--- src/rtl/sww_regs.vh ---
`ifndef SWW_REGS_VH
`define SWW_REGS_VH
// Timing figures in microseconds, filter lengths in clock cycles, clock in MHz
`define SWW_CLK_MHZ          100
`define SWW_RST_STRETCH_US   1000
`define SWW_NREQ_TIMEOUT_US  150000
`define SWW_WD_FALLBACK_US   150000
`define SWW_GLITCH_CYC       16
`define SWW_BUS_FILT_CYC     3000
// Operating state select encodings
`define SWW_MODE_NORMAL      2'h0
`define SWW_MODE_SLEEP       2'h1
`define SWW_MODE_STOP        2'h2
// Watchdog config pin codes
`define SWW_WDCFG_RES        2'h0
`define SWW_WDCFG_GND        2'h1
`define SWW_WDCFG_OPEN       2'h2
// Wake source bit positions and field width
`define SWW_WK_IN1           0
`define SWW_WK_IN2           1
`define SWW_WK_BUS           2
`define SWW_WK_TIMER         3
`define SWW_WK_W             4
`endif

--- src/rtl/sww_sync.v ---
`timescale 1ns/1ps
`default_nettype none
module sww_sync #(
  parameter W = 1
) (
  input  wire         mclk_i,
  input  wire         rst_n_i,
  input  wire [W-1:0] d_i,
  output wire [W-1:0] q_o
);
  reg [W-1:0] s1;
  reg [W-1:0] s2;
  always @(posedge mclk_i or negedge rst_n_i) begin
    if (!rst_n_i) begin
      s1 <= {W{1'b0}};
      s2 <= {W{1'b0}};
    end else begin
      s1 <= d_i;
      s2 <= s1;
    end
  end
  assign q_o = s2;
endmodule
`default_nettype wire

--- src/rtl/sww_top.v ---
// Functional notes
// - Reset output low while a low supply or overtemperature cause persists, then stretched at least 1 ms.
// - Regulated supply below reset threshold issues a reset, except in Sleep.
// - Regulator overtemperature disables regulator and sets its flag.
// - Watchdog expiry without valid clear resets the host.
// - Clear by mode write; early clear resets like overflow.
// - Config pin sampled in Reset; grounded disables watchdog, skips Normal Request on exit from Reset.
// - Open config pin uses 150 ms fallback timebase and reports fault.
// - Watchdog timebase shifted left by prescaler from timing control register.
// - Normal Request times out after 150 ms into Reset, then back.
// - Host holding reset pin low past filter sends device to Reset outside Sleep and Stop, again after each stretch ends.
// - Sleep wake re-enables regulator and resets host.
// - Stop wake raises interrupt; wake cause readable in both low modes.
// - Chip select rising edge wakes Stop, no interrupt, no source bit.
// - Reset pin low in Stop wakes to Normal Request or Normal, unreported.
// - Per-input wake enables; current input states shown in status.
// - Input selected in analog mux at low-power entry cannot wake.
// - Cyclic sense pulses switch; wake at period end on input change.
// - Forced wake with switch off wakes after period; exclusive with sense.
// - Bus wake needs long dominant then recessive; stuck dominant ignored.
// - Bus faults except overcurrent disable driver until gone and read.
// - Switch enable and PWM select: switch follows PWM input pin.
// - Interrupt output active low, held until host acknowledges by read.
// - Interrupt output never asserted while device drives reset line or host holds it low past filter.
`timescale 1ns/1ps
`default_nettype none
`include "sww_regs.vh"
module sww_top #(
  parameter RST_CYC  = `SWW_RST_STRETCH_US * `SWW_CLK_MHZ,
  parameter NREQ_CYC = `SWW_NREQ_TIMEOUT_US * `SWW_CLK_MHZ,
  parameter WDFB_CYC = `SWW_WD_FALLBACK_US * `SWW_CLK_MHZ,
  parameter SENSE_UNIT_CYC = 100000
) (
  input  wire       mclk_i,
  input  wire       rst_n_i,
  input  wire       vdd_low_i,
  input  wire       reg_overtemp_i,
  input  wire [1:0] watchdog_config_pin_i,
  input  wire [15:0] wd_res_period_i,
  input  wire       rst_pin_i,
  output wire       rst_pin_o,
  output wire       rst_pin_oe_o,
  output wire       irq_n_o,
  input  wire       mode_wr_i,
  input  wire [1:0] operating_state_select_bits_i,
  input  wire [2:0] timing_prescale_i,
  input  wire       sense_or_watchdog_select_i,
  input  wire [1:0] sense_period_select_i,
  input  wire [1:0] input_wake_enable_i,
  input  wire [1:0] mux_select_input_i,
  input  wire       high_side_switch_i,
  input  wire       high_side_pwm_select_i,
  input  wire       pwm_input_pin_i,
  input  wire       wake_input_one_i,
  input  wire       wake_input_two_i,
  input  wire       cs_n_i,
  input  wire       bus_rx_i,
  input  wire       bus_overtemp_i,
  input  wire       bus_tx_dom_i,
  input  wire       bus_rx_short_i,
  input  wire       bus_overcurrent_i,
  input  wire       bus_status_rd_i,
  input  wire       irq_ack_rd_i,
  output reg        regulator_en_o,
  output reg        regulator_overtemp_flag_o,
  output reg        watchdog_off_flag_o,
  output reg        watchdog_fallback_flag_o,
  output reg  [1:0] wakeup_status_reg_o,
  output reg  [3:0] wake_source_o,
  output reg        bus_driver_en_o,
  output reg  [3:0] bus_status_reg_o,
  output reg        high_side_on_o,
  output reg  [5:0] state_o
);
  localparam S_RESET = 6'h01;
  localparam S_NREQ  = 6'h02;
  localparam S_NORM  = 6'h04;
  localparam S_SLEEP = 6'h08;
  localparam S_STOP  = 6'h10;
  localparam S_SPARE = 6'h20;

  wire [8:0] sy;
  sww_sync #(.W(9)) u_sync (
    .mclk_i  (mclk_i),
    .rst_n_i (rst_n_i),
    .d_i     ({pwm_input_pin_i, bus_rx_i, cs_n_i, wake_input_two_i, wake_input_one_i,
                rst_pin_i, watchdog_config_pin_i, vdd_low_i}),
    .q_o     (sy)
  );
  wire       vdd_low = sy[0];
  wire [1:0] wdcfg   = sy[2:1];
  wire       rpin    = sy[3];
  wire [1:0] lin     = sy[5:4];
  wire       cs_n    = sy[6];
  wire       rx      = sy[7];
  wire       pwm     = sy[8];

  function [31:0] sense_cyc;
    input [1:0] sel;
    begin
      sense_cyc = SENSE_UNIT_CYC * ({30'h0, sel} + 32'h1);
    end
  endfunction

  reg [5:0]  state;
  reg [31:0] rcnt;
  reg [31:0] tcnt;
  reg [31:0] scnt;
  reg [15:0] gcnt;
  reg [15:0] bcnt;
  reg        rpin_low;
  reg        cs_q;
  reg        rx_q;
  reg        bus_long;
  reg        wd_off;
  reg [1:0]  lin_ref;
  reg [1:0]  wake_mask;
  reg        sense_en;
  reg        forced_en;
  reg        irq_pend;
  reg        host_rst;
  reg        wd_fail;
  wire       own_rst_pin = (state == S_RESET);

  always @(posedge mclk_i or negedge rst_n_i) begin
    if (!rst_n_i) begin
      gcnt     <= 16'h0;
      rpin_low <= 1'b0;
    end else if (rpin || own_rst_pin) begin
      gcnt     <= 16'h0;
      rpin_low <= 1'b0;
    end else if (gcnt >= `SWW_GLITCH_CYC) begin
      rpin_low <= 1'b1;
    end else begin
      gcnt <= gcnt + 16'h1;
    end
  end

  // Bus wake filter
  always @(posedge mclk_i or negedge rst_n_i) begin
    if (!rst_n_i) begin
      bcnt     <= 16'h0;
      bus_long <= 1'b0;
      rx_q     <= 1'b1;
      cs_q     <= 1'b1;
    end else begin
      rx_q <= rx;
      cs_q <= cs_n;
      if (rx) begin
        bcnt <= 16'h0;
      end else if (bcnt >= `SWW_BUS_FILT_CYC) begin
        bus_long <= 1'b1;
      end else begin
        bcnt <= bcnt + 16'h1;
      end
      if (rx && !rx_q) begin
        bus_long <= 1'b0;
      end
    end
  end
  wire bus_wake = rx && !rx_q && bus_long;
  wire cs_rise  = cs_n && !cs_q;

  wire [31:0] wd_base  = (wdcfg == `SWW_WDCFG_OPEN) ? WDFB_CYC :
                         ({16'h0, wd_res_period_i} * `SWW_CLK_MHZ);
  wire [31:0] wd_to    = wd_base << timing_prescale_i;
  wire        wd_clear = mode_wr_i && (operating_state_select_bits_i == `SWW_MODE_NORMAL);
  wire [1:0]  lin_chg  = (lin ^ lin_ref) & input_wake_enable_i & ~wake_mask;
  wire        period_end = (scnt >= sense_cyc(sense_period_select_i));
  wire        lowpwr   = (state == S_SLEEP) || (state == S_STOP);
  wire        direct_wk = lowpwr && !sense_en && (lin_chg != 2'h0);
  wire        sense_wk  = lowpwr && sense_en && period_end && (lin_chg != 2'h0);
  wire        forced_wk = lowpwr && forced_en && period_end;
  wire        any_wk    = direct_wk || sense_wk || forced_wk || (lowpwr && bus_wake);

  always @(posedge mclk_i or negedge rst_n_i) begin
    if (!rst_n_i) begin
      state     <= S_RESET;
      rcnt      <= 32'h0;
      tcnt      <= 32'h0;
      scnt      <= 32'h0;
      wd_off    <= 1'b0;
      watchdog_off_flag_o      <= 1'b0;
      watchdog_fallback_flag_o <= 1'b0;
      lin_ref   <= 2'h0;
      wake_mask <= 2'h0;
      sense_en  <= 1'b0;
      forced_en <= 1'b0;
      wake_source_o <= 4'h0;
      irq_pend  <= 1'b0;
      wd_fail   <= 1'b0;
    end else begin
      wd_fail <= 1'b0;
      if (irq_ack_rd_i) begin
        wake_source_o <= 4'h0;
        irq_pend      <= 1'b0;
      end
      case (state)
        S_RESET: begin
          tcnt <= 32'h0;
          wd_off <= (wdcfg == `SWW_WDCFG_GND);
          watchdog_off_flag_o      <= (wdcfg == `SWW_WDCFG_GND);
          watchdog_fallback_flag_o <= (wdcfg == `SWW_WDCFG_OPEN);
          if (host_rst) begin
            rcnt <= 32'h0;
          end else if (rcnt >= RST_CYC - 1) begin
            rcnt  <= 32'h0;
            state <= (wdcfg == `SWW_WDCFG_GND) ? S_NORM : S_NREQ;
          end else begin
            rcnt <= rcnt + 32'h1;
          end
        end
        S_NREQ: begin
          if (tcnt >= NREQ_CYC - 1) begin
            state <= S_RESET;
          end else if (wd_clear) begin
            state <= S_NORM;
            tcnt  <= 32'h0;
          end else begin
            tcnt <= tcnt + 32'h1;
          end
        end
        S_NORM: begin
          if (mode_wr_i && (operating_state_select_bits_i == `SWW_MODE_SLEEP ||
                            operating_state_select_bits_i == `SWW_MODE_STOP)) begin
            state     <= (operating_state_select_bits_i == `SWW_MODE_SLEEP) ? S_SLEEP : S_STOP;
            lin_ref   <= lin;
            wake_mask <= mux_select_input_i;
            sense_en  <= sense_or_watchdog_select_i && high_side_switch_i;
            forced_en <= sense_or_watchdog_select_i && !high_side_switch_i;
            scnt      <= 32'h0;
            tcnt      <= 32'h0;
          end else if (!wd_off) begin
            if (wd_clear && (tcnt < (wd_to >> 1))) begin
              wd_fail <= 1'b1;
              state   <= S_RESET;
            end else if (wd_clear) begin
              tcnt <= 32'h0;
            end else if (tcnt >= wd_to - 32'h1) begin
              wd_fail <= 1'b1;
              state   <= S_RESET;
            end else begin
              tcnt <= tcnt + 32'h1;
            end
          end
        end
        S_SLEEP, S_STOP: begin
          scnt <= period_end ? 32'h0 : scnt + 32'h1;
          if (period_end) begin
            lin_ref <= lin;
          end
          if (any_wk) begin
            wake_source_o <= wake_source_o |
                             {forced_wk, lowpwr && bus_wake, lin_chg[1], lin_chg[0]};
            state <= (state == S_SLEEP) ? S_RESET : S_NREQ;
            if (state == S_STOP) begin
              irq_pend <= 1'b1;
            end
          end else if (state == S_STOP && cs_rise) begin
            state <= S_NREQ;
          end else if (state == S_STOP && rpin_low) begin
            state <= wd_off ? S_NORM : S_NREQ;
          end
        end
        default: begin
          state <= S_RESET;
        end
      endcase
      if (rpin_low && !lowpwr) begin
        state <= S_RESET;
      end
      if ((vdd_low || reg_overtemp_i) && state != S_SLEEP) begin
        state <= S_RESET;
      end
    end
  end

  always @* begin
    host_rst = vdd_low || reg_overtemp_i || rpin_low;
  end

  always @(posedge mclk_i or negedge rst_n_i) begin
    if (!rst_n_i) begin
      regulator_en_o            <= 1'b1;
      regulator_overtemp_flag_o <= 1'b0;
      wakeup_status_reg_o       <= 2'h0;
      bus_driver_en_o           <= 1'b0;
      bus_status_reg_o          <= 4'h0;
      high_side_on_o            <= 1'b0;
      state_o                   <= S_RESET;
    end else begin
      state_o             <= state;
      wakeup_status_reg_o <= lin;
      regulator_en_o <= !reg_overtemp_i && (state != S_SLEEP);
      if (reg_overtemp_i) begin
        regulator_overtemp_flag_o <= 1'b1;
      end
      bus_status_reg_o <= (bus_status_reg_i_clear(bus_status_rd_i, bus_status_reg_o)) |
                          {bus_overcurrent_i, bus_rx_short_i, bus_tx_dom_i, bus_overtemp_i};
      bus_driver_en_o <= (state == S_NORM) && (bus_status_reg_o[2:0] == 3'h0) &&
                         !bus_overtemp_i && !bus_tx_dom_i && !bus_rx_short_i;
      if (lowpwr) begin
        high_side_on_o <= sense_en && period_end;
      end else if (state == S_NREQ || state == S_NORM) begin
        high_side_on_o <= high_side_switch_i && (!high_side_pwm_select_i || pwm);
      end else begin
        high_side_on_o <= 1'b0;
      end
    end
  end

  function [3:0] bus_status_reg_i_clear;
    input       rd;
    input [3:0] cur;
    begin
      bus_status_reg_i_clear = rd ? 4'h0 : cur;
    end
  endfunction

  // Reset pin drive
  assign rst_pin_o    = 1'b0;
  assign rst_pin_oe_o = own_rst_pin;
  assign irq_n_o = !(irq_pend && !own_rst_pin && !rpin_low);
endmodule
`default_nettype wire

--- config.mk ---
export PLATFORM = sky130hd
export DESIGN_NAME = sww_top
export DESIGN_NICKNAME = d
export VERILOG_FILES = /design/src/rtl/sww_sync.v /design/src/rtl/sww_top.v
export VERILOG_INCLUDE_DIRS = /design/src /design/src/rtl
export SDC_FILE = /design/constraint.sdc
export NUM_CORES = 1
export LEC_CHECK = 0
export ABC_CLOCK_PERIOD_IN_PS = 6100
export BUFFER_PORTS_ARGS = -buffer_cell sky130_fd_sc_hd__buf_4
export CAP_MARGIN = 10
export CORE_MARGIN = 5
export CORE_UTILIZATION = 64
export CTS_BUF_LIST = sky130_fd_sc_hd__clkbuf_8
export DETAILED_ROUTE_END_ITERATION = 8
export PLACE_DENSITY = 0.83
export SLEW_MARGIN = 20
export SYNTH_ARGS = -nofsm -noshare
export SYNTH_HDL_FRONTEND = slang
export SYNTH_SLANG_ARGS = --single-unit
export TNS_END_PERCENT = 30
--- constraint.sdc ---
create_clock -name mclk_i -period 6.1 [get_ports mclk_i]
set_clock_uncertainty 0.15 [all_clocks]
set_input_delay 1.22 -clock mclk_i [delete_from_list [all_inputs] [get_ports mclk_i]]
set_output_delay 1.22 -clock mclk_i [all_outputs]
set_load 0.02 [all_outputs]
## After elaboration in Yosys (flattened, before gate mapping)

Cells that the tools add are included.

| word-level totals | value |
|---|---|
| flip-flop bits (word level) | 185 |
| input bits | 49 |
| output and inout port bits | 25 |

| cells by class | value |
|---|---|
| $add $sub $neg | 7 |
| multiply operators | 2 |
| order comparisons | 7 |
| equal/unequal tests | 26 |
| shift operators | 1 |
| mux-type cells | 55 |
| bitwise logic cells | 6 |
| reduce and logical (&&, ||, !) cells | 66 |

Operator list:

| operator | count |
|---|---|
| $mux 32 | 11 |
| $add 32x1->32 const B | 3 |
| $pmux 32 s3 | 1 |
| $mux 6 | 14 |
| $mux 16 | 4 |
| $pmux 32 s2 | 1 |
| $add 16x1->16 const B | 2 |
| $ge 32x17->1 const B | 1 |
| $ge 32x20->1 | 1 |
| $ge 32x24->1 const B | 1 |
| $ge 32x32->1 | 1 |
| $lt 32x31->1 | 1 |
| $shl 24x3->32 | 1 |
| $sub 32x1->32 const B | 1 |
| $logic_and 1x1->1 | 29 |
| $mux 24 | 1 |
| $pmux 6 s4 | 1 |
| $mul 16x5->21 const B | 1 |
| $ne 6x6->1 const B | 3 |
| $ge 16x12->1 const B | 1 |
| $ge 16x5->1 const B | 1 |
| $mux 4 | 4 |
| $mul 12x3->15 const A | 1 |
| $logic_not 1->1 | 13 |
| 35 further kinds | 72 |

## Depth between registers and ports, before layout

Gate-level depths: netlist of run 1.

| logic depth | value |
|---|---|
| depth in word-level cells | 13 |
| depth in mapped cells | 31 |
| depth with buffers taken out | 29 |

## Hierarchy

A second synthesis of run 1 with hierarchy kept.

| second synthesis, totals | value |
|---|---|
| cells, all modules | 1593 |
| area total of the unflattened synthesis | 14071.0 um^2 |

Modules (own cells, without submodules):

| module | times used | cells each | area an instance (um^2) | seq. area each (um^2) |
|---|---|---|---|---|
| sww_top | 1 | 1575 | 13620.6 | 4135.2 |
| sww_sync | 1 | 18 | 450.4 | 450.4 |

## Least setup slack after synthesis of run 1

No wires, ideal clock.

| path | value |
|---|---|
| kind | input port to flip-flop |
| start point | input port wd_res_period_i[4] |
| end point | register state[0] |
| arrival | 7515 ps |
| data required time | 5868 ps |
| path slack | -1647 ps |
| cell stages on the path | 29 |
| buffers on the path | 0 |
| cell sequence | ha_1 > ha_1 > inv_1 > fa_1 > inv_1 > ha_1 > a21oi_1 > o21ai_0 > o21a_1 > or3_1 > a311oi_1 > a31oi_1 > a222oi_1 > nand3_2 > nor4_2 > nand2_1 > xnor2_1 > ha_1 > a21o_1 > a21o_1 > a21o_1 > a21oi_1 > o21ai_0 > a211o_1 > o211ai_1 > o31a_1 > a21o_1 > nor2b_1 > mux2_2 |

| between the ends | value |
|---|---|
| longest elaborated chain between the ends | 11 |
| elaborated cells between the ends (all ways) | 16 |
| classes of those cells | 1 x add/sub; 1 x mul; 2 x order compare; 2 x eq/ne; 1 x shift; 7 x mux; 2 x reduce/logical |

Ends and longest elaborated chain:

| element | line | source |
|---|---|---|
| from (decl) | sww_top.v:39 | `input wire [15:0] wd_res_period_i,` |
| $mul 16x5->21 (no source line) (*) | -- |  |
| $mux 24 (*) | sww_top.v:164 | `` wire [31:0] wd_base = (wdcfg == `SWW_WDCFG_OPEN) ? WDFB_CYC : `` |
| $shl 24x3->32 (*) | sww_top.v:166 | `wire [31:0] wd_to = wd_base << timing_prescale_i;` |
| branches (longest 8 deep; another with $sub 32x1->32) | -- |  |
| to (signal assigned) | sww_top.v:208 | `` state <= (wdcfg == `SWW_WDCFG_GND) ? S_NORM : S_NREQ; `` |
| to (signal assigned) | sww_top.v:226 | `` state <= (operating_state_select_bits_i == `SWW_MODE_SLEEP) ? S_SLEEP : S_STOP; `` |
| to (signal assigned) | sww_top.v:262 | `state <= wd_off ? S_NORM : S_NREQ;` |
| to (decl) | sww_top.v:105 | `reg [5:0] state;` |

Every way passes the cells marked *. The select of a mux whose other input is x is not followed.
A chain may end at the register's enable or synchronous reset.

## Worst setup path in the final report of run 1

| path | value |
|---|---|
| start point | input port wd_res_period_i[3] |
| end point | register tcnt[16] |

| between the ends | value |
|---|---|
| longest elaborated chain between the ends | 7 |
| elaborated cells between the ends (all ways) | 10 |
| classes of those cells | 1 x add/sub; 1 x mul; 2 x order compare; 2 x eq/ne; 1 x shift; 1 x mux; 2 x reduce/logical |

Ends and longest elaborated chain:

| element | line | source |
|---|---|---|
| $mul 16x5->21 (no source line) (*) | -- |  |
| $mux 24 (*) | sww_top.v:164 |  |
| $shl 24x3->32 (*) | sww_top.v:166 |  |
| $sub 32x1->32 or $lt 32x31->1 (tied branches) | sww_top.v:239, sww_top.v:234 |  |
| $ge 32x32->1 or $logic_and 1x1->1 (tied branches) | sww_top.v:239, sww_top.v:234 |  |
| $ne 4x4->1 (no source line) or $ne 3x3->1 (tied branches) | -- |  |
| $reduce_and 5->1 (no source line) (*) | -- |  |
| to (signal assigned) | sww_top.v:220 | `tcnt <= tcnt + 32'h1;` |
| to (signal assigned) | sww_top.v:243 | `tcnt <= tcnt + 32'h1;` |
| to (decl) | sww_top.v:107 | `reg [31:0] tcnt;` |

Every way passes the cells marked *; elsewhere a longest branch is shown, timed or not.

==> results of run 1 <==
-- critical path, delay by kind of cell --
kind / cells / cell delay (ns)
buffers and inverters: 6 / 1.06
muxes: 1 / 0.20
xor gates and xnor gates: 2 / 0.35
adders and majority gates: 5 / 1.56
AOI/OAI and AO/OA: 14 / 2.54
and+or+nand+nor: 4 / 0.77
-- repair_timing --
item,in CTS,in global routing
resized for setup,76,42
setup buffers,18,8
pin swaps,50,25
endpoints found under the setup margin,37,37
hold buffers,0,0
-- area by class of cell --
class	count	area share
multi-input combinational	1216	0.534
sequential	183	0.274
tap	275	0.0205
timing repair buffer	269	0.125
clock inverter	15	0.0131
inverter	88	0.0197
clock buffer	17	0.0140
-- per-layer routing --
layer  share of wire  up-vias
met4           0.042        0
met5               0        -
met1            0.40     6191
met3           0.050      144
met2            0.51      542
li1                -     6024
-- cells by family (layout without fill, tap and decap cells) --
group | Yosys count | in the layout | share of synthesized area
simple gates | 567 | 567 | 0.212
compound gates | 404 | 404 | 0.193
flops | 183 | 183 | 0.342
fa+ha+maj | 155 | 155 | 0.151
buf+inv | 143 | 389 | 0.0409
xor+xnor | 67 | 67 | 0.0438
mux | 21 | 21 | 0.0173
other cells | 1 | 2 | 0.000280
-- placed cells by master, fill, tap and decap left out, types with 7 or more instances in the layout --
cell      instances
ha_4             24
a21oi_1          75
nor2b_1          14
nor3_1           30
mux2i_1          12
o21a_1            9
o31ai_1          19
a21oi_2           7
nand4_1          31
nand3_1          50
or3_1            16
inv_2            11
buf_4           255
nor4_1           17
o21ai_1          43
nand2b_1         13
o21ai_0          87
xor2_1           32
dfrtp_1         178
o211ai_1         11
buf_6            11
ha_1            115
nor2_1          136
xnor2_1          33
and3_1           40
a21o_1           26
clkbuf_8         17
nand2_1         128
inv_1            77
or2_2             8
a211oi_1          8
fa_1             10
and2_1           38
o21ai_2           7
a31oi_1          22
-- power by group --
| part | total (W) | switching, W | internal [W] |
|---|---|---|---|
| clock network | 0.000895 | 0.000533 | 0.000362 |
| logic | 0.00176 | 0.000898 | 0.000863 |
| registers | 0.00125 | 0.0000176 | 0.00123 |
-- metrics by stage --
stage / std cells / util / total power, W / instance area (sq um)
final: 2063 / 0.804 / 0.00391 / 16700
after floorplan: 1542 / - / 0.00216 / 13800
after detailed placement: 2005 / 0.753 / 0.00275 / 15700
after CTS: 2055 / 0.794 / 0.00376 / 16500
after global placement: 2005 / 0.753 / 0.00271 / 15700
after global routing: 2063 / 0.804 / 0.00410 / 16700
-- state kept, by name, summed over array words and instances (netlist names), 4 cells and up --
name	count
state_o	5
state	5
rcnt	32
bus_status_reg_o	4
u_sync.s1	9
wake_source_o	4
scnt	32
tcnt	32
gcnt	16
bcnt	16
u_sync.q_o	9
-- final timing paths --
| kind | slack, ns | to |
|---|---|---|
| min reg2reg | 0.21 | u_sync.q_o[2] |
| min | 0.21 | u_sync.q_o[2] |
| min in group asynchronous | 0.57 | bus_long |
| max | -1.39 | tcnt[16] |
| max in group asynchronous | 3.79 | scnt[15] |
| max reg2reg | 0.34 | tcnt[16] |
==> summary.md, run 1 <==
| Metric | Value |
|---|---|
| Rel. slew slack | `0.349` |
| GR Layer Usage met3 | `0.0347` |
| Tcrit/Tclk final | `1.23` |
| GR Util met1 | `0.367` |
| Post-Syn Area | `13,400 sq um` |
| Final nets | `1,979` |
| P_leak | `8.12 nW` |
| Synth Instances | `1,541` |
| Ys async rst share | `1.00` |
| Max Cap Viol | `0` |
| First-pass GRT wire length | `59.1 mm` |
| Core Rows | `53` |
| Core area | `20,800 sq um` |
| Failing checks | `negative setup slack` |
| Max Transition Viols Final | `0` |
| Footprint of the multi-input gates | `8940 sq um` |
| TritonCTS Buffers | `17` |
| DRT Pass-1 Iters | `7` |
| Max rail drop VDD | `0.194 mV` |
| DRC viols | `0` |
| Routed wire length | `37.3 mm` |
| Origin of the critical flop-to-flop path | `u_sync.q_o[2]` |
| Initial core utilization | `0.644` |
| Met2 Usage GRT | `0.516` |
| Most common library cells after synthesis | `dfrtp_1 (178), ha_1 (144), nor2_1 (138)` |
| Crit. Startpoint | `wd_res_period_i[3]` |
| Area contributors post-synth | `dfrtp_1 (33%), ha_1 (13%), o21ai_0 (5.0%)` |
| Largest area contributor in the netlist | `dfrtp_1` |
| Syn_area_per_cell | `8.70 sq um` |
| Clk_lat worst skew | `0.49 ns` |
| Die area | `23,900 sq um` |
| Slowest CP cell | `o311ai_2` |
| Hold Slack | `0.208 ns` |
| Most numerous cell on the critical path | `buf_4` |
| Final setup violating endpoints | `37` |
| Vias per cell | `6.25` |
| WL per Instance | `18.1 um` |
| Largest net degree at the start of global routing | `85` |
| Total negative slack | `-48.83 ns` |
| Cell variety after synth | `86` |
| Status | `finished with violations` |
| Top Usage Layer GRT | `met2` |
| TritonCTS clock tree | `built` |
| Initial DRC count | `1,362` |
| Seq/Total Area, Yosys | `0.342` |
| GPL Wtd Cong | `0.968` |
| Flops & latches, synth | `183` |
| RSZ-0062 raised after global routing | `yes` |
| Die X | `155 um` |
| Top_reg_cell synth | `dfrtp_1` |
| Clk slew on worst S/H paths | `0.10 ns` |
| Buffer depth of the longest clock path | `2` |
| Fin crit period | `7.49 ns` |
| Critical path arrival | `7.69 ns` |
| Vias after detailed routing | `12,900` |
| # H-tree levels | `4` |
| Number of global-route vias before repair | `12,700` |
| Crit path largest cell delay | `0.58 ns` |
| Peak fanout along the critical path | `27` |
| Worst min path class | `flop to flop` |
| Top-count cell post-synth | `dfrtp_1` |
| Req. time, crit path | `6.31 ns` |
| Hold path start | `u_sync.s1[2]` |
| Fin. Hold Viols | `0` |
| Crit path launch type | `input pin` |
| Antenna violations before repair | `0` |
| Die Height | `155 um` |
| Fill cells | `1,265` |
| Sequential cell area | `4590 sq um` |
| Layout Area Growth over Synthesis | `24.9%` |
| Power per cell area | `233 nW/um^2` |
| YS warnings | `0` |
| Worst-Margin Slew | `0.968 ns` |
| Post-synth EDFFs | `0` |
| Layout cells sized above 1 | `0.243` |
| I/O Pins | `74` |
| Global-route total usage across every layer | `0.292` |
| Worst slack, placed | `-1.76 ns` |
| Maximum operating frequency | `0.134 GHz` |
| Routed Antenna Nets | `0` |
| Synth top area share | `0.332` |
| Crit. End Element | `flop` |
| Final Worst Setup Slack | `-1.39 ns` |
| Crit path kind | `input pin to flop` |
| Reg2reg path depth | `27` |
| Port-buffer cells | `71` |
| Root Driver | `clkbuf_8` |
| Detailed Place HPWL | `25.1 mm` |
| Sink Count | `183` |
| Total grt overflow | `0` |
| N_diodes | `0` |
| Worst hold path depth | `0` |
Power figures use the tool's default switching activity.
==> run 2, diff against run 1 <==
--- a/config.mk
+++ b/config.mk
@@ -14,6 +14,7 @@
 export CTS_BUF_LIST = sky130_fd_sc_hd__clkbuf_8
 export DETAILED_ROUTE_END_ITERATION = 8
 export PLACE_DENSITY = 0.83
+export RECOVER_POWER = 25
 export SLEW_MARGIN = 20
 export SYNTH_ARGS = -nofsm -noshare
 export SYNTH_HDL_FRONTEND = slang
==> summary.md, run 2 (synthesis gave the netlist of run 1 again) <==
| Metric | Value |
|---|---|
| Wire length on met2 | `18.9 mm (+0.38%)` |
| Setup crit end | `tcnt[19]` |
| Die area | `23,900 sq um (unchanged)` |
| Maximum operating frequency | `0.133 GHz (-0.56%)` |
| Crit. Startpoint | `wd_res_period_i[3]` |
| Initial DRC count | `1,323 (-2.9%)` |
| Crit. End Element | `flop` |
| WL per Instance | `18.1 um (about the same)` |
| Clk slew on worst S/H paths | `0.11 ns (about the same)` |
| Status | `finished with violations` |
| Fin crit period | `7.53 ns (+0.0423 ns)` |
| Reg2reg path depth | `27 (unchanged)` |
| Die Height | `155 um (unchanged)` |
| Fin. Hold Viols | `0 (unchanged)` |
| Final setup violating endpoints | `37 (unchanged)` |
| First-pass GRT wire length | `59.1 mm (unchanged)` |
| Tcrit/Tclk final | `1.23 (+0.00694)` |
| I/O Pins | `74 (unchanged)` |
| Global-route total usage across every layer | `0.292 (unchanged)` |
| Worst slack, placed | `-1.76 ns (unchanged)` |
| Detailed Place HPWL | `25.1 mm (unchanged)` |
| Largest net degree at the start of global routing | `85 (unchanged)` |
| Initial core utilization | `0.644 (unchanged)` |
| TritonCTS clock tree | `built` |
| Final Worst Setup Slack | `-1.43 ns (-0.0423 ns)` |
| Number of global-route vias before repair | `12,700 (unchanged)` |
| Worst min path class | `flop to flop` |
| Most common cell after layout, fill and taps aside | `buf_4` |
| DR WL met3 | `1.80 mm (-4.3%)` |
| Max rail drop VDD | `0.191 mV (-1.2%)` |
| Worst-Margin Slew | `4.22 ns (+3.25 ns)` |
| Routed wire length | `37.3 mm (about the same)` |
| Sink Count | `183 (unchanged)` |
| GPL Wtd Cong | `0.968 (unchanged)` |
| Max Cap Viol | `1 (+1)` |
| N_diodes | `0 (unchanged)` |
| M1 WL | `15.0 mm (about the same)` |
| Top routing layer in use | `met4` |
| Core area | `20,800 sq um (unchanged)` |
| P_leak | `8.11 nW (-0.14%)` |
| Hold_buf cts | `0 (unchanged)` |
| Antenna violations before repair | `0 (unchanged)` |
| Crit path largest cell delay | `0.60 ns (+0.02 ns)` |
| RSZ-0062 raised after global routing | `yes` |
| Clk_lat worst skew | `0.49 ns (about the same)` |
| Layout cells sized above 1 | `0.242 (-0.00168)` |
| Fill cells | `1,267 (+0.16%)` |
| Int Pwr | `0.00246 W (about the same)` |
| Crit path kind | `input pin to flop` |
| Footprint of the multi-input gates | `8940 sq um (unchanged)` |
| Post-layout util | `0.804 (about the same)` |
| Origin of the critical flop-to-flop path | `u_sync.q_o[1]` |
| Routed Antenna Nets | `0 (unchanged)` |
| Logic pwr share | `0.451 (about the same)` |
| Critical path arrival | `7.73 ns (+0.04 ns)` |
| Slowest CP cell | `o311ai_2` |
| Buffer depth of the longest clock path | `2 (unchanged)` |
| Peak fanout along the critical path | `27 (unchanged)` |
| Flop pwr share | `0.320 (about the same)` |
| Final nets | `1,979 (unchanged)` |
| Total grt overflow | `0 (unchanged)` |
| Max Transition Viols Final | `85 (+85)` |
| Req. time, crit path | `6.31 ns (about the same)` |
| DRT Pass-1 Iters | `7 (unchanged)` |
| Root Driver | `clkbuf_8` |
| TritonCTS Buffers | `17 (unchanged)` |
| Switching power | `0.00145 W (about the same)` |
| Core Rows | `53 (unchanged)` |
| # H-tree levels | `4 (unchanged)` |
| Layout Area Growth over Synthesis | `24.9% (about the same)` |
| DRC viols | `0 (unchanged)` |
| Crit path launch type | `input pin` |
| Vias per cell | `6.24 (-0.22%)` |
| Sequential cell area | `4590 sq um (unchanged)` |
| Most numerous cell on the critical path | `buf_4` |
| Power per cell area | `233 nW/um^2 (about the same)` |
| Die X | `155 um (unchanged)` |
| Commonest non-fill, non-tap cells in the layout | `buf_4 (244), dfrtp_1 (178), nor2_1 (136), nand2_1 (128), ha_1 (115)` |
| Worst flop-to-flop path endpoint | `tcnt[19]` |
| Vias after detailed routing | `12,900 (-0.22%)` |
| Port-buffer cells | `71 (unchanged)` |
| Switching Fraction | `0.371 (about the same)` |
| R2r setup slk | `0.33 ns (about the same)` |
| Failing checks | `max-capacitance violations, max-slew violations, negative setup slack` |
| Largest registers | `rcnt: 32 flops, scnt: 32 flops, tcnt: 32 flops` |
| Clock group share of total power | `0.229 (about the same)` |
| Rel. slew slack | `-1.82 (-2.16)` |
[run 2: changes by cell type in the layout (fill, tap and decap cells not counted)]
cell and delta:
buf_4 -11, clkbuf_4 +10, buf_6 -1, dfstp_1 +1
dfstp_2 -1, clkbuf_1 +2
[run 2: power by group through the flow]
| stage | clock network [W] | logic (W) | registers (W) |
|---|---|---|---|
| 3_3_place_gp | 0 | 0.00144 | 0.00127 |
| 4_1_cts | 0.000910 | 0.00160 | 0.00125 |
| 3_5_place_dp | 0 | 0.00148 | 0.00127 |
| 5_1_grt | 0.000958 | 0.00189 | 0.00125 |
| 6_report | 0.000894 | 0.00176 | 0.00125 |
| 2_1_floorplan | 0 | 0.000887 | 0.00127 |
[run 2: routing by layer]
metal,vias up,GRT usage
li1,6017,-
met1,6169,0.367
met2,551,0.516
met3,136,0.0347
met4,0,0.114
met5,-,0
[run 2: per-stage QoR]
stage	cells	hold slack (ns)	cell area, sq um	power [W]	setup TNS [ns]
finish	2063	0.208	16700	0.00390	-50.17
global route	2063	0.211	16700	0.00410	-58.76
CTS	2055	0.210	16500	0.00376	-32.25
detailed placement	2005	0.185	15700	0.00275	-62.64
global placement	2005	0.183	15700	0.00271	-56.36
floorplan	1542	0.181	13800	0.00216	-45.64
[run 2: worst min path at each step]
stage	start	to	cells past startpoint
after floorplan	u_sync.s1[0]	u_sync.q_o[0]	0
after global placement	u_sync.s1[8]	u_sync.q_o[8]	0
final	u_sync.s1[2]	u_sync.q_o[2]	0
after CTS	u_sync.s1[2]	u_sync.q_o[2]	0
after global routing	u_sync.s1[2]	u_sync.q_o[2]	0
after detailed placement	u_sync.s1[2]	u_sync.q_o[2]	0
[run 2: worst max-delay path, delay by kind of cell]
kind | cells | cell delay (ns)
mux | 1 | 0.19
buf+inv | 6 | 1.06
compound gates | 14 | 2.59
fa+ha+maj | 5 | 1.56
simple gates | 4 | 0.77
xor+xnor | 2 | 0.35
[run 2: repair_timing]
action / CTS / global route
gates resized for setup: 76 / 42
pin swaps: 50 / 25
buffers inserted: 18 / 8
setup endpoints to repair: 37 / 37
gates cloned: 0 / 0
[run 2: cell type report]
| cell class | count | area share |
|---|---|---|
| clock buffers | 17 | 0.0140 |
| well taps | 275 | 0.0206 |
| clock inverters | 15 | 0.0131 |
| multi-input cells | 1216 | 0.534 |
| repair buffers | 269 | 0.124 |
| flip-flops and latches | 183 | 0.274 |
| inverters | 88 | 0.0197 |
==> run 3, diff against run 2 <==
--- a/config.mk
+++ b/config.mk
@@ -12,9 +12,11 @@
 export CORE_MARGIN = 5
 export CORE_UTILIZATION = 64
 export CTS_BUF_LIST = sky130_fd_sc_hd__clkbuf_8
+export CTS_CLUSTER_DIAMETER = 60
 export DETAILED_ROUTE_END_ITERATION = 8
 export PLACE_DENSITY = 0.83
-export RECOVER_POWER = 25
+export RECOVER_POWER = 50
+export SKIP_CTS_REPAIR_TIMING = 1
 export SLEW_MARGIN = 20
 export SYNTH_ARGS = -nofsm -noshare
 export SYNTH_HDL_FRONTEND = slang
==> summary.md, run 3 (synthesis gave the netlist of run 1 again) <==
| Metric | Value |
|---|---|
| Sink Count | `183 (unchanged)` |
| Tcrit/Tclk final | `1.22 (-0.0178)` |
| Hold path start | `u_sync.s1[2]` |
| R2r setup slk | `0.56 ns (+0.23 ns)` |
| First-pass GRT wire length | `56.4 mm (-4.5%)` |
| Worst flop-to-flop path endpoint | `tcnt[11]` |
| Vias after detailed routing | `12,800 (-0.75%)` |
| Total grt overflow | `0 (unchanged)` |
| I/O Pins | `74 (unchanged)` |
| Max Transition Viols Final | `85 (unchanged)` |
| Final Worst Setup Slack | `-1.32 ns (+0.109 ns)` |
| Slowest CP cell | `fa_1` |
| Final setup violating endpoints | `37 (unchanged)` |
| Max rail drop VDD | `0.192 mV (+0.60%)` |
| GPL Wtd Cong | `0.968 (unchanged)` |
| Die area | `23,900 sq um (unchanged)` |
| Origin of the critical flop-to-flop path | `u_sync.q_o[2]` |
| Req. time, crit path | `6.34 ns (+0.03 ns)` |
| Post-Layout Cell Count | `2,057 (-0.29%)` |
| Failing checks | `max-capacitance violations, max-slew violations, negative setup slack` |
| Fin. Hold Viols | `0 (unchanged)` |
| Clk_lat worst skew | `0.48 ns (about the same)` |
| Largest registers | `rcnt: 32 flops, scnt: 32 flops, tcnt: 32 flops` |
| Reg2reg path depth | `26 (-3.7%)` |
| Global-route total usage across every layer | `0.278 (-0.0143)` |
| Antenna violations before repair | `0 (unchanged)` |
| TritonCTS Buffers | `17 (unchanged)` |
| Clk slew on worst S/H paths | `0.12 ns (about the same)` |
| # H-tree levels | `4 (unchanged)` |
| Crit path kind | `input pin to flop` |
| Worst slack, placed | `-1.76 ns (unchanged)` |
| Buffer depth of the longest clock path | `2 (unchanged)` |
| Worst-Margin Slew | `4.24 ns (+0.0170 ns)` |
| Most common cell after layout, fill and taps aside | `buf_4` |
| Final nets | `1,973 (-0.30%)` |
| Rel. slew slack | `-1.83 (-0.0113)` |
| Core area | `20,800 sq um (unchanged)` |
| DRT Pass-1 Iters | `7 (unchanged)` |
| Initial core utilization | `0.644 (unchanged)` |
| Initial DRC count | `1,168 (-12%)` |
| Port-buffer cells | `71 (unchanged)` |
| Detailed Place HPWL | `25.1 mm (unchanged)` |
| Root Driver | `clkbuf_8` |
| WL per Instance | `18.1 um (-0.12%)` |
| Fin crit period | `7.42 ns (-0.109 ns)` |
| Number of global-route vias before repair | `12,300 (-3.6%)` |
| Max Cap Viol | `1 (unchanged)` |
| Worst Hold End | `u_sync.q_o[2]` |
| Worst hold path depth | `0 (unchanged)` |
| Critical path arrival | `7.66 ns (-0.07 ns)` |
| Crit path launch type | `input pin` |
| Routed Antenna Nets | `0 (unchanged)` |
| Power per cell area | `232 nW/um^2 (-0.50%)` |
| TritonCTS clock tree | `built` |
| Peak fanout along the critical path | `8 (-70%)` |
| Status | `finished with violations` |
| Largest net degree at the start of global routing | `85 (unchanged)` |
| Maximum operating frequency | `0.135 GHz (+1.5%)` |
| DRC viols | `0 (unchanged)` |
| Layout cells sized above 1 | `0.235 (-0.00648)` |
| Delay-heaviest family, CP | `compound AO/OA/AOI/OAI gates` |
| WP buf/inv | `6 (unchanged)` |
| Routed wire length | `37.1 mm (-0.41%)` |
| Core Rows | `53 (unchanged)` |
| Placed Cells | `2,005 (unchanged)` |
| Vias per cell | `6.21 (-0.46%)` |
| Crit. End Element | `flop` |
| Crit path largest cell delay | `0.51 ns (-0.09 ns)` |
| N_diodes | `0 (unchanged)` |
| P_leak | `8.07 nW (-0.51%)` |
| Die X | `155 um (unchanged)` |
| Commonest non-fill, non-tap cells in the layout | `buf_4 (232), dfrtp_1 (178), nor2_1 (136), nand2_1 (128), ha_1 (115)` |
| Worst min path class | `flop to flop` |
| RSZ-0062 raised after global routing | `yes` |
| Most numerous cell on the critical path | `ha_1` |
| Die Height | `155 um (unchanged)` |
| Layout Area Growth over Synthesis | `25.2%` |
run 3: cell types whose count changed in the layout (fill, tap and decap cells not counted), sizes merged:
cell and change:
buf -13, clkbuf +7
run 3: final cells by class:
cell class / count / area (sq um)
clock inverter: 15 / 219
fill: 1271 / 4040
multi-input combinational: 1216 / 9040
timing repair buffer: 263 / 2030
tap: 275 / 344
clock buffer: 17 / 234
sequential: 183 / 4590
inverter: 88 / 330
run 3: layer usage:
metal | GRT usage | share of wire | up-vias
met4 | 0.0854 | 0.031 | 0
li1 | - | - | 6015
met1 | 0.361 | 0.41 | 6149
met2 | 0.488 | 0.51 | 503
met3 | 0.0344 | 0.048 | 110
met5 | 0 | 0 | -
run 3: how the worst max path moves through the flow:
stage                              from        to  slack (ns)  cells after the start
floorplan            wd_res_period_i[5]  state[0]       -1.30                     30
global placement     wd_res_period_i[6]  state[0]       -1.60                     30
detailed placement   wd_res_period_i[6]  tcnt[22]       -1.76                     30
CTS                  wd_res_period_i[6]  tcnt[29]       -1.37                     30
global route        wd_res_period_i[10]  tcnt[11]       -1.59                     32
finish              wd_res_period_i[10]  tcnt[11]       -1.32                     32
run 3: per-stage QoR:
step	power [W]	utilization	TNS (ns)	area [sq um]	hold slack (ns)
2_1_floorplan	0.00216	-	-45.64	13800	0.181
3_3_place_gp	0.00271	0.753	-56.36	15700	0.183
3_5_place_dp	0.00275	0.753	-62.64	15700	0.185
4_1_cts	0.00365	0.775	-44.97	16100	0.210
5_1_grt	0.00410	0.806	-55.53	16800	0.211
6_report	0.00389	0.806	-44.56	16800	0.208
run 3: where the power goes:
part / switching (W) / internal, W / total (W)
clock: 0.000534 / 0.000362 / 0.000897
combinational: 0.000896 / 0.000852 / 0.00175
sequential: 0.0000176 / 0.00123 / 0.00125
run 3: worst reg2reg max path, cell delays in order, from the launching register on:
cell and delay (ns):
dfrtp_1 0.39, nor2b_1 0.38, buf_4 0.24, nor2_1 0.13, a31oi_1 0.31, nand2_1 0.10
o21ai_1 0.11, buf_4 0.14, nand4_1 0.14, nor3_2 0.26, nand3_2 0.17, nor4_4 0.35
nand2_2 0.12, xnor2_2 0.15, ha_1 0.33, a21o_1 0.18, a21o_1 0.16, a21oi_2 0.14
o21ai_2 0.08, a211o_1 0.23, o211ai_1 0.16, o31a_1 0.23, buf_6 0.12, a31o_4 0.22
buf_12 0.14, nand4_1 0.10, o21ai_0 0.22
